File: config.mk
export PLATFORM = sky130hd
export DESIGN_NAME = frw_top
export DESIGN_NICKNAME = d
export VERILOG_FILES = /design/src/hw/frw_pkg.sv /design/src/hw/frw_fifo.sv /design/src/hw/frw_top.sv
export SDC_FILE = /design/constraint.sdc
export NUM_CORES = 1
export LEC_CHECK = 0
export BUFFER_PORTS_ARGS = -buffer_cell sky130_fd_sc_hd__buf_2
export CORE_UTILIZATION = 55
export CTS_BUF_LIST = sky130_fd_sc_hd__clkbuf_4 sky130_fd_sc_hd__clkbuf_8
export CTS_CLUSTER_DIAMETER = 150
export DETAILED_ROUTE_END_ITERATION = 16
export HOLD_SLACK_MARGIN = 0.03
export MAX_ROUTING_LAYER = met4
export PLACE_DENSITY_LB_ADDON = 0.25
export SYNTH_ARGS = -nofsm -noshare
export SYNTH_HDL_FRONTEND = slang
export SYNTH_SLANG_ARGS = --single-unit
File: constraint.sdc
create_clock -name ref_clk -period 1.3 [get_ports ref_clk]
set_input_delay 0.195 -clock ref_clk [delete_from_list [all_inputs] [get_ports ref_clk]]
set_output_delay 0.195 -clock ref_clk [all_outputs]
set_load 0.01 [all_outputs]
File: src/hw/frw_pkg.sv
package frw_pkg;
	// Rate codes of the two latched control bits
	typedef enum logic [1:0] {
		FRW_RATE_500 = 2'h0,
		FRW_RATE_300 = 2'h1,
		FRW_RATE_250 = 2'h2,
		FRW_RATE_125 = 2'h3
	} frw_rate_t;

	localparam logic [1:0] FRW_CTRL_RST       = 2'h0;
	localparam int         FRW_CLK_MHZ        = 125;
	localparam int         FRW_DRQ_DELAY_US   = 2;
	localparam int         FRW_DRQ_DELAY_CYC  = FRW_DRQ_DELAY_US * FRW_CLK_MHZ;
	localparam int         FRW_MCLK_HALF_CYC  = 2;
	localparam int         FRW_WCLK_HALF_CYC  = 16;
	localparam int         FRW_FCLK_HALF_CYC  = 8;
	localparam int         FRW_PRECOMP_STEP   = 4;
	localparam int         FRW_RD_PULSE_CYC   = 25;
	localparam int         FRW_FIFO_DEPTH     = 4;
endpackage

File: src/hw/frw_fifo.sv
module frw_fifo #(
	parameter int WIDTH = 1,
	parameter int DEPTH = 4
) (
	input  wire logic             clk,
	input  wire logic             rst_n,
	input  wire logic             in_valid,
	output logic                  in_ready,
	input  wire logic [WIDTH-1:0] in_data,
	output logic                  out_valid,
	input  wire logic             out_ready,
	output logic      [WIDTH-1:0] out_data
);
	localparam int AW = (DEPTH > 1) ? $clog2(DEPTH) : 1;

	if (DEPTH < 2 || (DEPTH & (DEPTH - 1)) != 0 || WIDTH < 1) begin : g_bad_size
		$error("frw_fifo: DEPTH must be a power of two >= 2");
	end

	logic [WIDTH-1:0] mem_r [DEPTH];
	logic [AW:0]      wp_r;
	logic [AW:0]      rp_r;
	logic             push;
	logic             pop;

	assign in_ready  = (wp_r - rp_r) != (AW+1)'(DEPTH);
	assign out_valid = wp_r != rp_r;
	assign push      = in_valid && in_ready;
	assign pop       = out_valid && out_ready;
	assign out_data  = mem_r[rp_r[AW-1:0]];

	always_ff @(posedge clk or negedge rst_n) begin
		if (!rst_n) begin
			wp_r <= '0;
			rp_r <= '0;
		end else begin
			if (push)
				wp_r <= wp_r + 1'b1;
			if (pop)
				rp_r <= rp_r + 1'b1;
		end
	end

	always_ff @(posedge clk) begin
		if (push)
			mem_r[wp_r[AW-1:0]] <= in_data;
	end
endmodule

File: src/hw/frw_top.sv
// Behaviour
// [RQ1] Load strobe latches host data bits 0,1
// [RQ2] Speed select shows latched control bit 0
// [RQ3] Reset clears state, rate becomes 500
// [RQ4] DMA request delayed 2us, gated by enable
// [RQ5] Controller interrupt drives gated bus interrupt
// [RQ6] VCO enable 300 on 300 rate
// [RQ7] Other VCO enable on 500/250/125 rates
// [RQ8] Oscillator b for 300, a otherwise
// [RQ9] One open-drain pump pair per rate
// [RQ10] Read processing only while read enabled
// [RQ11] Shape read pulses, make read window clock
// [RQ12] Write data shifted by decoded precompensation
// [RQ13] Controller asserts write enable before writing
// [RQ14] Make write clock and controller clock
// [RQ15] Runs from 125 MHz source, monitor output
// [RQ16] Drive-type low means special drive
// [RQ17] Control bits map to rate codes 0..3
// [RQ18] Late pulse pumps up, early pulse down
module frw_top #(
	parameter int DRQ_DELAY_CYC = frw_pkg::FRW_DRQ_DELAY_CYC
) (
	input  wire logic       ref_clk,
	input  wire logic       nrst,
	input  wire logic       master_reset_in,
	input  wire logic       crystal_pin,
	output logic            crystal_return,
	output logic            master_clock_monitor,
	input  wire logic       host_data_bit0,
	input  wire logic       host_data_bit1,
	input  wire logic       load_control_strobe,
	output logic            speed_select_out,
	input  wire logic       drive_type_in,
	output logic            special_drive,
	input  wire logic       rate_osc_a,
	input  wire logic       rate_osc_b,
	output logic            vco_enable_300,
	output logic            vco_enable_other_rates,
	input  wire logic       read_enable_in,
	input  wire logic       raw_read_in,
	output logic            shaped_read_data,
	output logic            read_window_clock,
	output logic      [3:0] pump_up_oe,
	output logic      [3:0] pump_down_oe,
	output logic      [3:0] pump_up_o,
	output logic      [3:0] pump_down_o,
	input  wire logic       write_data_in,
	input  wire logic       write_enable_in,
	input  wire logic       precomp_sel0,
	input  wire logic       precomp_sel1,
	output logic            precomp_write_out,
	output logic            write_clock_out,
	output logic            controller_clock_out,
	input  wire logic       controller_dma_request_in,
	input  wire logic       controller_irq_in,
	input  wire logic       bus_gate_enable,
	input  wire logic       bus_dma_ack_in,
	output logic            bus_dma_request_o,
	output logic            bus_dma_request_oe,
	output logic            bus_irq_o,
	output logic            bus_irq_oe
);
	localparam int DW = $clog2(DRQ_DELAY_CYC + 1);
	localparam int PW = $clog2(3 * frw_pkg::FRW_PRECOMP_STEP + 2);

	if (DRQ_DELAY_CYC < 1) begin : g_bad_delay
		$error("frw_top: DRQ_DELAY_CYC must be at least 1");
	end

	// ------------------------------------------------------------
	// Reset and input synchronisers
	// ------------------------------------------------------------
	logic [1:0] rst_sync_r;
	logic       rst_n;
	localparam int NS = 15;
	// Drive-type pin idles high through its pull-up
	localparam logic [NS-1:0] PIN_RST = 15'h0400;
	// Three flops per pin; a level counts once flops two and three agree
	logic [NS-1:0] pin_in;
	logic [NS-1:0] s1_r;
	logic [NS-1:0] s2_r;
	logic [NS-1:0] s3_r;
	logic [NS-1:0] pin_r;

	always_ff @(posedge ref_clk or negedge nrst) begin
		if (!nrst)
			rst_sync_r <= 2'h0;
		else
			rst_sync_r <= {rst_sync_r[0], 1'b1};
	end

	assign pin_in = {master_reset_in, host_data_bit0, host_data_bit1, load_control_strobe,
		drive_type_in, rate_osc_a, rate_osc_b, read_enable_in, raw_read_in,
		write_data_in, controller_dma_request_in, controller_irq_in, write_enable_in,
		precomp_sel1, precomp_sel0};

	always_ff @(posedge ref_clk or negedge nrst) begin
		if (!nrst) begin
			s1_r  <= PIN_RST;
			s2_r  <= PIN_RST;
			s3_r  <= PIN_RST;
			pin_r <= PIN_RST;
		end else begin
			s1_r <= pin_in;
			s2_r <= s1_r;
			s3_r <= s2_r;
			for (int i = 0; i < NS; i++) begin
				if (s2_r[i] == s3_r[i])
					pin_r[i] <= s3_r[i];
			end
		end
	end

	logic mr_s;
	logic d0_s;
	logic d1_s;
	logic ld_s;
	logic drv_s;
	logic osca_s;
	logic oscb_s;
	logic rden_s;
	logic raw_s;
	logic wda_s;
	logic drq_s;
	logic int_s;
	logic we_s;
	logic ps1_s;
	logic ps0_s;
	assign {mr_s, d0_s, d1_s, ld_s, drv_s, osca_s, oscb_s, rden_s, raw_s, wda_s,
		drq_s, int_s, we_s, ps1_s, ps0_s} = pin_r;

	// Master reset clears all state except the clock dividers and input synchronisers
	assign rst_n = rst_sync_r[1] && !mr_s; // [RQ3]

	// ------------------------------------------------------------
	// Control register and rate decode
	// ------------------------------------------------------------
	logic [1:0]        ctrl_r;
	frw_pkg::frw_rate_t rate;

	always_ff @(posedge ref_clk or negedge nrst) begin
		if (!nrst)
			ctrl_r <= frw_pkg::FRW_CTRL_RST; // [RQ3]
		else if (!rst_n)
			ctrl_r <= frw_pkg::FRW_CTRL_RST; // [RQ3]
		else if (ld_s)
			ctrl_r <= {d1_s, d0_s}; // [RQ1]
	end

	assign rate                   = frw_pkg::frw_rate_t'(ctrl_r); // [RQ17]
	assign speed_select_out       = ctrl_r[0]; // [RQ2]
	assign vco_enable_300         = rate == frw_pkg::FRW_RATE_300; // [RQ6]
	assign vco_enable_other_rates = rate != frw_pkg::FRW_RATE_300; // [RQ7]
	assign special_drive          = !drv_s; // [RQ16]

	// Selected rate oscillator and its rising edge
	logic osc_sel;
	logic osc_d_r;
	logic osc_rise;
	assign osc_sel  = vco_enable_300 ? oscb_s : osca_s; // [RQ8]
	assign osc_rise = osc_sel && !osc_d_r;

	// ------------------------------------------------------------
	// Clock generation from the 125 MHz source
	// ------------------------------------------------------------
	logic [4:0] mdiv_r;
	logic       mclk_r;
	logic [4:0] wdiv_r;
	logic       wclk_r;
	logic [3:0] fdiv_r;
	logic       fclk_r;

	always_ff @(posedge ref_clk or negedge nrst) begin
		if (!nrst) begin
			mdiv_r <= '0;
			mclk_r <= 1'b0;
			wdiv_r <= '0;
			wclk_r <= 1'b0;
			fdiv_r <= '0;
			fclk_r <= 1'b0;
			osc_d_r <= 1'b0;
		end else begin
			osc_d_r <= osc_sel;
			if (mdiv_r == 5'(frw_pkg::FRW_MCLK_HALF_CYC - 1)) begin
				mdiv_r <= '0;
				mclk_r <= !mclk_r;
			end else
				mdiv_r <= mdiv_r + 5'h01;
			if (wdiv_r == 5'(frw_pkg::FRW_WCLK_HALF_CYC - 1)) begin
				wdiv_r <= '0;
				wclk_r <= !wclk_r; // [RQ14]
			end else
				wdiv_r <= wdiv_r + 5'h01;
			if (fdiv_r == 4'(frw_pkg::FRW_FCLK_HALF_CYC - 1)) begin
				fdiv_r <= '0;
				fclk_r <= !fclk_r; // [RQ14]
			end else
				fdiv_r <= fdiv_r + 4'h1;
		end
	end

	assign crystal_return       = !crystal_pin; // [RQ15]
	assign master_clock_monitor = mclk_r; // [RQ15]
	assign write_clock_out      = wclk_r;
	assign controller_clock_out = fclk_r;

	// ------------------------------------------------------------
	// Read path: window, shaping, pump
	// ------------------------------------------------------------
	logic       win_r;
	logic       raw_d_r;
	logic       raw_rise;
	logic [4:0] rpw_r;
	logic       rd_data_r;
	logic [3:0] up_r;
	logic [3:0] dn_r;
	logic       fifo_in_ready;
	logic       fifo_out_valid;

	assign raw_rise = raw_s && !raw_d_r;

	always_ff @(posedge ref_clk or negedge nrst) begin
		if (!nrst) begin
			win_r     <= 1'b0;
			raw_d_r   <= 1'b0;
			rpw_r     <= '0;
			rd_data_r <= 1'b0;
			up_r      <= '0;
			dn_r      <= '0;
		end else if (!rst_n || !rden_s) begin // [RQ10]
			win_r     <= 1'b0;
			raw_d_r   <= raw_s;
			rpw_r     <= '0;
			rd_data_r <= 1'b0;
			up_r      <= '0;
			dn_r      <= '0;
		end else begin
			raw_d_r <= raw_s;
			if (osc_rise)
				win_r <= !win_r; // [RQ11]
			if (fifo_out_valid && rpw_r == '0) begin
				rpw_r     <= 5'(frw_pkg::FRW_RD_PULSE_CYC);
				rd_data_r <= 1'b1; // [RQ11]
			end else if (rpw_r != '0) begin
				rpw_r <= rpw_r - 5'h01;
				if (rpw_r == 5'h01)
					rd_data_r <= 1'b0;
			end
			if (ld_s) begin
				up_r <= '0; // [RQ9]
				dn_r <= '0;
			end else if (raw_rise) begin
				up_r <= '0;
				dn_r <= '0;
				up_r[ctrl_r] <= win_r; // [RQ18]
				dn_r[ctrl_r] <= !win_r; // [RQ9]
			end else if (osc_rise) begin
				up_r <= '0;
				dn_r <= '0;
			end
		end
	end

	frw_fifo #(
		.WIDTH (1),
		.DEPTH (frw_pkg::FRW_FIFO_DEPTH)
	) u_rd_fifo (
		.clk       (ref_clk),
		.rst_n     (rst_n),
		.in_valid  (raw_rise && rden_s),
		.in_ready  (fifo_in_ready),
		.in_data   (win_r),
		.out_valid (fifo_out_valid),
		.out_ready (rpw_r == '0),
		.out_data  ()
	);

	assign shaped_read_data  = rd_data_r;
	assign read_window_clock = win_r; // [RQ11]
	assign pump_up_o         = 4'h0;
	assign pump_down_o       = 4'h0;
	assign pump_up_oe        = up_r; // [RQ9]
	assign pump_down_oe      = dn_r; // [RQ9]

	// ------------------------------------------------------------
	// Write precompensation
	// ------------------------------------------------------------
	logic [PW-1:0] pc_delay;
	logic [PW-1:0] pc_cnt_r;
	logic          wda_d_r;
	logic          wpulse_r;

	assign pc_delay = PW'({ps1_s, ps0_s}) * PW'(frw_pkg::FRW_PRECOMP_STEP) + PW'(1);

	always_ff @(posedge ref_clk or negedge nrst) begin
		if (!nrst) begin
			pc_cnt_r <= '0;
			wda_d_r  <= 1'b0;
			wpulse_r <= 1'b0;
		end else if (!rst_n) begin
			pc_cnt_r <= '0;
			wda_d_r  <= 1'b0;
			wpulse_r <= 1'b0;
		end else begin
			wda_d_r  <= wda_s;
			wpulse_r <= 1'b0;
			if (wda_s && !wda_d_r && we_s) // [RQ13]
				pc_cnt_r <= pc_delay; // [RQ12]
			else if (pc_cnt_r != '0) begin
				pc_cnt_r <= pc_cnt_r - PW'(1);
				if (pc_cnt_r == PW'(1))
					wpulse_r <= 1'b1; // [RQ12]
			end
		end
	end

	assign precomp_write_out = wpulse_r;

	// ------------------------------------------------------------
	// Bus DMA request delay and interrupt gating
	// ------------------------------------------------------------
	logic [DW-1:0] dly_r;
	logic          drq_dly_r;

	always_ff @(posedge ref_clk or negedge nrst) begin
		if (!nrst) begin
			dly_r     <= '0;
			drq_dly_r <= 1'b0;
		end else if (!rst_n || !drq_s) begin
			dly_r     <= '0;
			drq_dly_r <= 1'b0;
		end else if (dly_r == DW'(DRQ_DELAY_CYC - 1))
			drq_dly_r <= 1'b1; // [RQ4]
		else
			dly_r <= dly_r + DW'(1);
	end

	assign bus_dma_request_o  = drq_dly_r; // [RQ4]
	assign bus_dma_request_oe = bus_gate_enable; // [RQ4]
	assign bus_irq_o          = int_s; // [RQ5]
	assign bus_irq_oe         = bus_gate_enable; // [RQ5]
endmodule

After elaboration in Yosys (flattened, before gate mapping)
Cells that the tools add are included.
- $add $sub $neg: 10
- $lt $le $gt $ge: 2
- eq/ne operators: 28
- muxes and demuxes: 36
- bitwise logic cells: 2
- reductions and logical operators: 33
- operator list (cell ; number):
    2-to-1 mux 4 bit ; 11
    2-to-1 mux 5 bit ; 5
    2-to-1 mux 8 bit ; 2
    == test 1 bit ; 15
    2-to-1 mux 1 bit ; 15
    logical NOT 1 bit ; 13
    adder 5 x 1 -> 5 bit, second input constant ; 2
    == test 5 x 1 -> 1 bit, second input constant ; 2
    logical AND 1 bit ; 9
    adder 4 x 1 -> 4 bit, second input constant ; 2
    adder 8 x 1 -> 8 bit, second input constant ; 1
    AND 4 bit ; 2
    == test 8 bit, second input constant ; 1
    nonzero test 4 bit ; 2
    adder 3 x 1 -> 3 bit, second input constant ; 2
    inequality test 3 bit, second input constant ; 2
    nonzero test 3 bit ; 2
    == test 5 x 4 -> 1 bit, second input constant ; 1
    logical NOT 5 bit ; 1
    nonzero test 5 bit ; 1
    subtractor 5 x 1 -> 5 bit, second input constant ; 1
    == test 4 x 1 -> 1 bit, second input constant ; 1
    == test 4 x 3 -> 1 bit, second input constant ; 1
    2-to-1 mux 2 bit ; 2
    other kinds (12) ; 15
- bits in registers: 119
- input port bits: 20
- output and inout port bits: 31
- word-level logic and storage cells: 151

Longest topological paths before layout
- word-level depth: 8
- gate-level depth with buffers: 7
- depth with buffers taken out: 6

By module
Synthesis repeated with hierarchy kept, for this count alone.
- cell total of the unflattened synthesis: 335
- area, all modules: 4668.2 um^2
- modules (own cells, without submodules) (module ; times used ; cells each ; area each (um^2) ; seq. area each (um^2)):
    frw_top ; 1 ; 294 ; 4097.7 ; 2832.7
    frw_fifo ; 1 ; 41 ; 570.5 ; 270.3

Worst setup path before layout
No wires, ideal clock.
- path kind: register -> register
- from: reg u_rd_fifo.rp_r[0]
- to: reg u_rd_fifo.rp_r[1]
- library setup time: 125 ps
- data arrival time: 1393 ps
- required time: 1175 ps
- path slack: -218 ps
- stages on the path, launching flop included: 6
- buffers on the path: 0
- period minus slack after synthesis: 1518 ps
- cells stage by stage: dfrtp_1 > ha_1 > and2_1 > nand2_1 > nand3_1 > mux2_2
- longest elaborated chain between the ends: 2
- elaborated cells on any way between the ends: 3
- classes of those cells: 1 x add/sub; 1 x eq/ne; 1 x reduce/logical
- ends and longest elaborated chain (element ; line ; source):
    start, declared ; frw_fifo.sv:22 ; logic [AW:0] rp_r;
    start signal, assigned ; frw_fifo.sv:40 ; rp_r <= rp_r + 1'b1;
    branches (longest 2 deep; another with adder 3 x 1 -> 3 bit) ; -- ;
Parallel ways; which one is timed is not known.
A chain may end at the register's enable or synchronous reset.

Worst setup path in the final report
- from: reg ctrl_r[0]
- to: reg dn_r[0], in the netlist pump_down_oe[0]
- longest elaborated chain between the ends: 8
- elaborated cells on any way between the ends: 13
- classes of those cells: 2 x order compare; 1 x eq/ne; 6 x mux; 1 x bitwise; 3 x reduce/logical
- ends and longest elaborated chain (element ; line ; source):
    start, declared ; frw_top.sv:138 ; logic [1:0] ctrl_r;
    start signal, assigned ; frw_top.sv:143 ; ctrl_r <= frw_pkg::FRW_CTRL_RST;
    start signal, assigned ; frw_top.sv:145 ; ctrl_r <= frw_pkg::FRW_CTRL_RST;
    start signal, assigned ; frw_top.sv:147 ; ctrl_r <= {d1_s, d0_s};
    < comparator 2 x 3 -> 1 bit (implied by the code) or greater-or-equal comparator 2 x 1 -> 1 bit (tied branches) ; frw_top.sv:256 ; dn_r[ctrl_r] <= !win_r;
    logical AND 1 bit (implied by the code) ; frw_top.sv:256 ;
    2-to-1 mux 1 bit (implied by the code) ; frw_top.sv:256 ;
    demux 1 bit (select 2 bit) ; frw_top.sv:256 ;
    AND 4 bit (no line) ; -- ;
    2-to-1 mux 4 bit ; frw_top.sv:252 ; end else if (raw_rise) begin
    2-to-1 mux 4 bit ; frw_top.sv:249 ; if (ld_s) begin
    2-to-1 mux 4 bit ; frw_top.sv:230 ; end else if (!rst_n || !rden_s) begin
    end signal, assigned by index ; frw_top.sv:256 ;
    end, declared ; frw_top.sv:216 ; logic [3:0] dn_r;
Several ways; a longest one is shown, not always the timed one.

==> results_dict.tcl <==
set metrics [dict create \
    status "finished, violations left" \
    violations "negative setup slack" \
    start_util_pct 57.0 \
    fmax_ghz 0.661 \
    routed_wl_microns 7770 \
    synthTopCellsByArea "dfrtp_1 65%, ha_1 4.3%, maj3_1 3.4%" \
    ys_ff_latch 119 \
    finalHoldViolCount 0 \
    numPlacedInstances 501 \
    cp_max_fo 8 \
    worstPathArrival_ps 1810 \
    ys_async_sr_fraction_pct 100 \
    path_class "reg2reg" \
    cap_viol_max_count 0 \
    die_area_sq_mm 0.00837 \
    diodes 0 \
    nets 480 \
    wl_per_cell_microns 13.9 \
    final_cells 558 \
    fp.dieW_microns 91.5 \
    grt_pass1_vias 2819 \
    grt_pass1_wl_microns 13100 \
    fin_crit_ps 1510 \
    netlist_area_sq_mm 0.00441 \
    antenna_found_initial 0 \
    ir_worst_vdd_mv 1.05 \
    synth_edf_count 0 \
    yosys_most_used_dff "dfrtp_1" \
    drive_above_1_share_pct 40.8 \
    cellLeakagePower_nw 2.83 \
    io_buffers 38 \
    layout_setup_ws_ps -213 \
    grt_remaining_overflow 0 \
    drv_slew 0 \
    gp_congestion 0.788 \
    power_density_mw_per_mm2 1680 \
    synth.top_cell.area_share_pct 65.3 \
    drtAntennaViolNets 0 \
    synthesis.instances 323 \
    clock_sinks 119 \
    path_clk_slew_ps 60 \
    finalSetupTns_ps -2830 \
    first_pass_iters 4 \
    grtUsageTotal_pct 21.5 \
    synthDistinctLibCells 48 \
    grt_max_degree 29 \
    yosysWarnings 0 \
    core_sq_mm 0.00773 \
    endpoint_kind "flip-flop" \
    htreeDepth 4 \
    cts_tree "done" \
    die_y_microns 91.5 \
    synth_area_leader_cell "dfrtp_1" \
    crit_path_start_kind "flip-flop" \
    via_per_inst 4.92 \
    hp-class "in2async" \
    drc_errors 0 \
    fin_skew_ps 11.5 \
    io_pins 51 \
    cts_root_buf "clkbuf_8" \
    setup-violations-final 25 \
    period_share_pct 116 \
    clockBufferDepth 2 \
    dp_hpwl_microns 4920 \
    worstSkewPairLatency_ps 420 \
    rsz0062_at_grt "yes" \
    fill_cells 452 \
    cp.required_ps 1600 \
    drtIter0Drc 134 \
    syn_avg_cell_area_sq_um 13.6 \
    area_delta_synth_final_pct 35.9 \
    ys_seq_area_share_pct 67.7 \
    vias 2748 \
    cts_buffers 17 \
    rows 32 \
    total_power_w 0.0101 \
]
## worst max-delay path, stage by stage (launching register included)
cell and delay, ps:
dfrtp_2 400, and2b_4 170, buf_4 140, mux2i_4 190, o211a_4 270, a22o_1 230
## stage by stage
stage / worst slack (ps) / util [%] / area, sq um / hold slack (ps)
after floorplan: -107 / - / 4530 / -101
after global placement: -108 / 66.3 / 5120 / 144
after detailed placement: -141 / 66.3 / 5120 / 146
after CTS: -181 / 75.1 / 5800 / 238
after global routing: -249 / 77.5 / 5990 / 247
final: -213 / 77.5 / 5990 / 253
## placed cells by master, fill, tap and decap left out, drive strengths merged, types with 3 or more instances in the layout
master,count
o21ai,5
buf,94
mux2i,3
nand2b,4
clkbuf,23
a22o,4
dlygate4sd3,16
inv,17
conb,9
xor2,10
nand3,11
nor2b,3
ha,15
dfstp,4
nor3,5
nand3b,3
maj3,15
or3,4
nor2,20
clkinv,3
a21oi,15
xnor2,12
nand2,12
dfrtp,115
## per-layer routing
metal | GRT usage [%] | routed length, microns
met3 | 6.11 | 264
met4 | 9.92 | 102
met1 | 25.2 | 3390
met2 | 34.6 | 4010
met5 | - | 0
## cells by family after synthesis
logic type	after synthesis	share of synthesized area, %
compound gates	39	6.19
xor+xnor	22	4.37
fa+ha+maj	30	7.67
buf+inv	31	3.55
flops	119	67.7
mux	5	1.19
other cells	2	0.170
simple gates	75	9.17
## flip-flops by register name, summed over array words and instances, names as in the netlist, 2 cells and up
name / flops
pump_down_oe: 4
wdiv_r: 5
rst_sync_r: 2
pump_up_oe: 4
u_rd_fifo.wp_r: 3
u_rd_fifo.rp_r: 3
fdiv_r: 4
dly_r: 8
s3_r: 15
rpw_r: 5
mdiv_r: 5
s1_r: 15
pin_r: 15
ctrl_r: 2
pc_cnt_r: 4
s2_r: 15
## power by group
part / leakage [nW] / total, W / switching, W / internal, W
combinational: 1.15 / 0.00258 / 0.00117 / 0.00141
sequential: 1.47 / 0.00420 / 0.000208 / 0.00399
clock: 0.203 / 0.00329 / 0.00134 / 0.00196
total: 2.83 / 0.0101 / 0.00271 / 0.00736
## final timing paths
path                       slack (ps)      start  cells past startpoint               to
max                              -210  ctrl_r[0]                      5  pump_down_oe[0]
min                               250       nrst                      2         pin_r[7]
max reg2reg                      -210  ctrl_r[0]                      5  pump_down_oe[0]
min reg2reg                       340    s1_r[8]                      0          s2_r[8]
max in group asynchronous         540       nrst                      3          s3_r[9]
min in group ref_clk              340    s1_r[8]                      0          s2_r[8]
## layout make-up
| cell class | count | area (sq um) | share of cell area (%) |
|---|---|---|---|
| Clock buffer | 23 | 310 | 5.18 |
| Clock inverter | 7 | 93.8 | 1.57 |
| Inverter | 17 | 63.8 | 1.07 |
| Multi-Input combinational cell | 180 | 1570 | 26.2 |
| Sequential cell | 119 | 2990 | 49.9 |
| Tap cell | 102 | 128 | 2.13 |
| Timing Repair Buffer | 110 | 837 | 14.0 |
## synth_stat cells, types with 5 or more instances
| master | n |
|---|---|
| a21oi_1 | 14 |
| buf_4 | 10 |
| dfrtp_1 | 115 |
| ha_1 | 15 |
| inv_1 | 16 |
| maj3_1 | 15 |
| nand2_1 | 12 |
| nand3_1 | 11 |
| nor2_1 | 20 |
| o21ai_0 | 5 |
| xnor2_1 | 12 |
| xor2_1 | 10 |
## what timing repair did
item / 4_1_cts / 5_1_grt
endpoints found under the hold margin: 115 / 0
hold buffers: 16 / 0
setup buffers: 6 / 5
setup endpoints to repair: 30 / 40
pin swaps: 8 / 13
resized for setup: 16 / 35
Note: power is estimated with default switching activity, not from simulation.
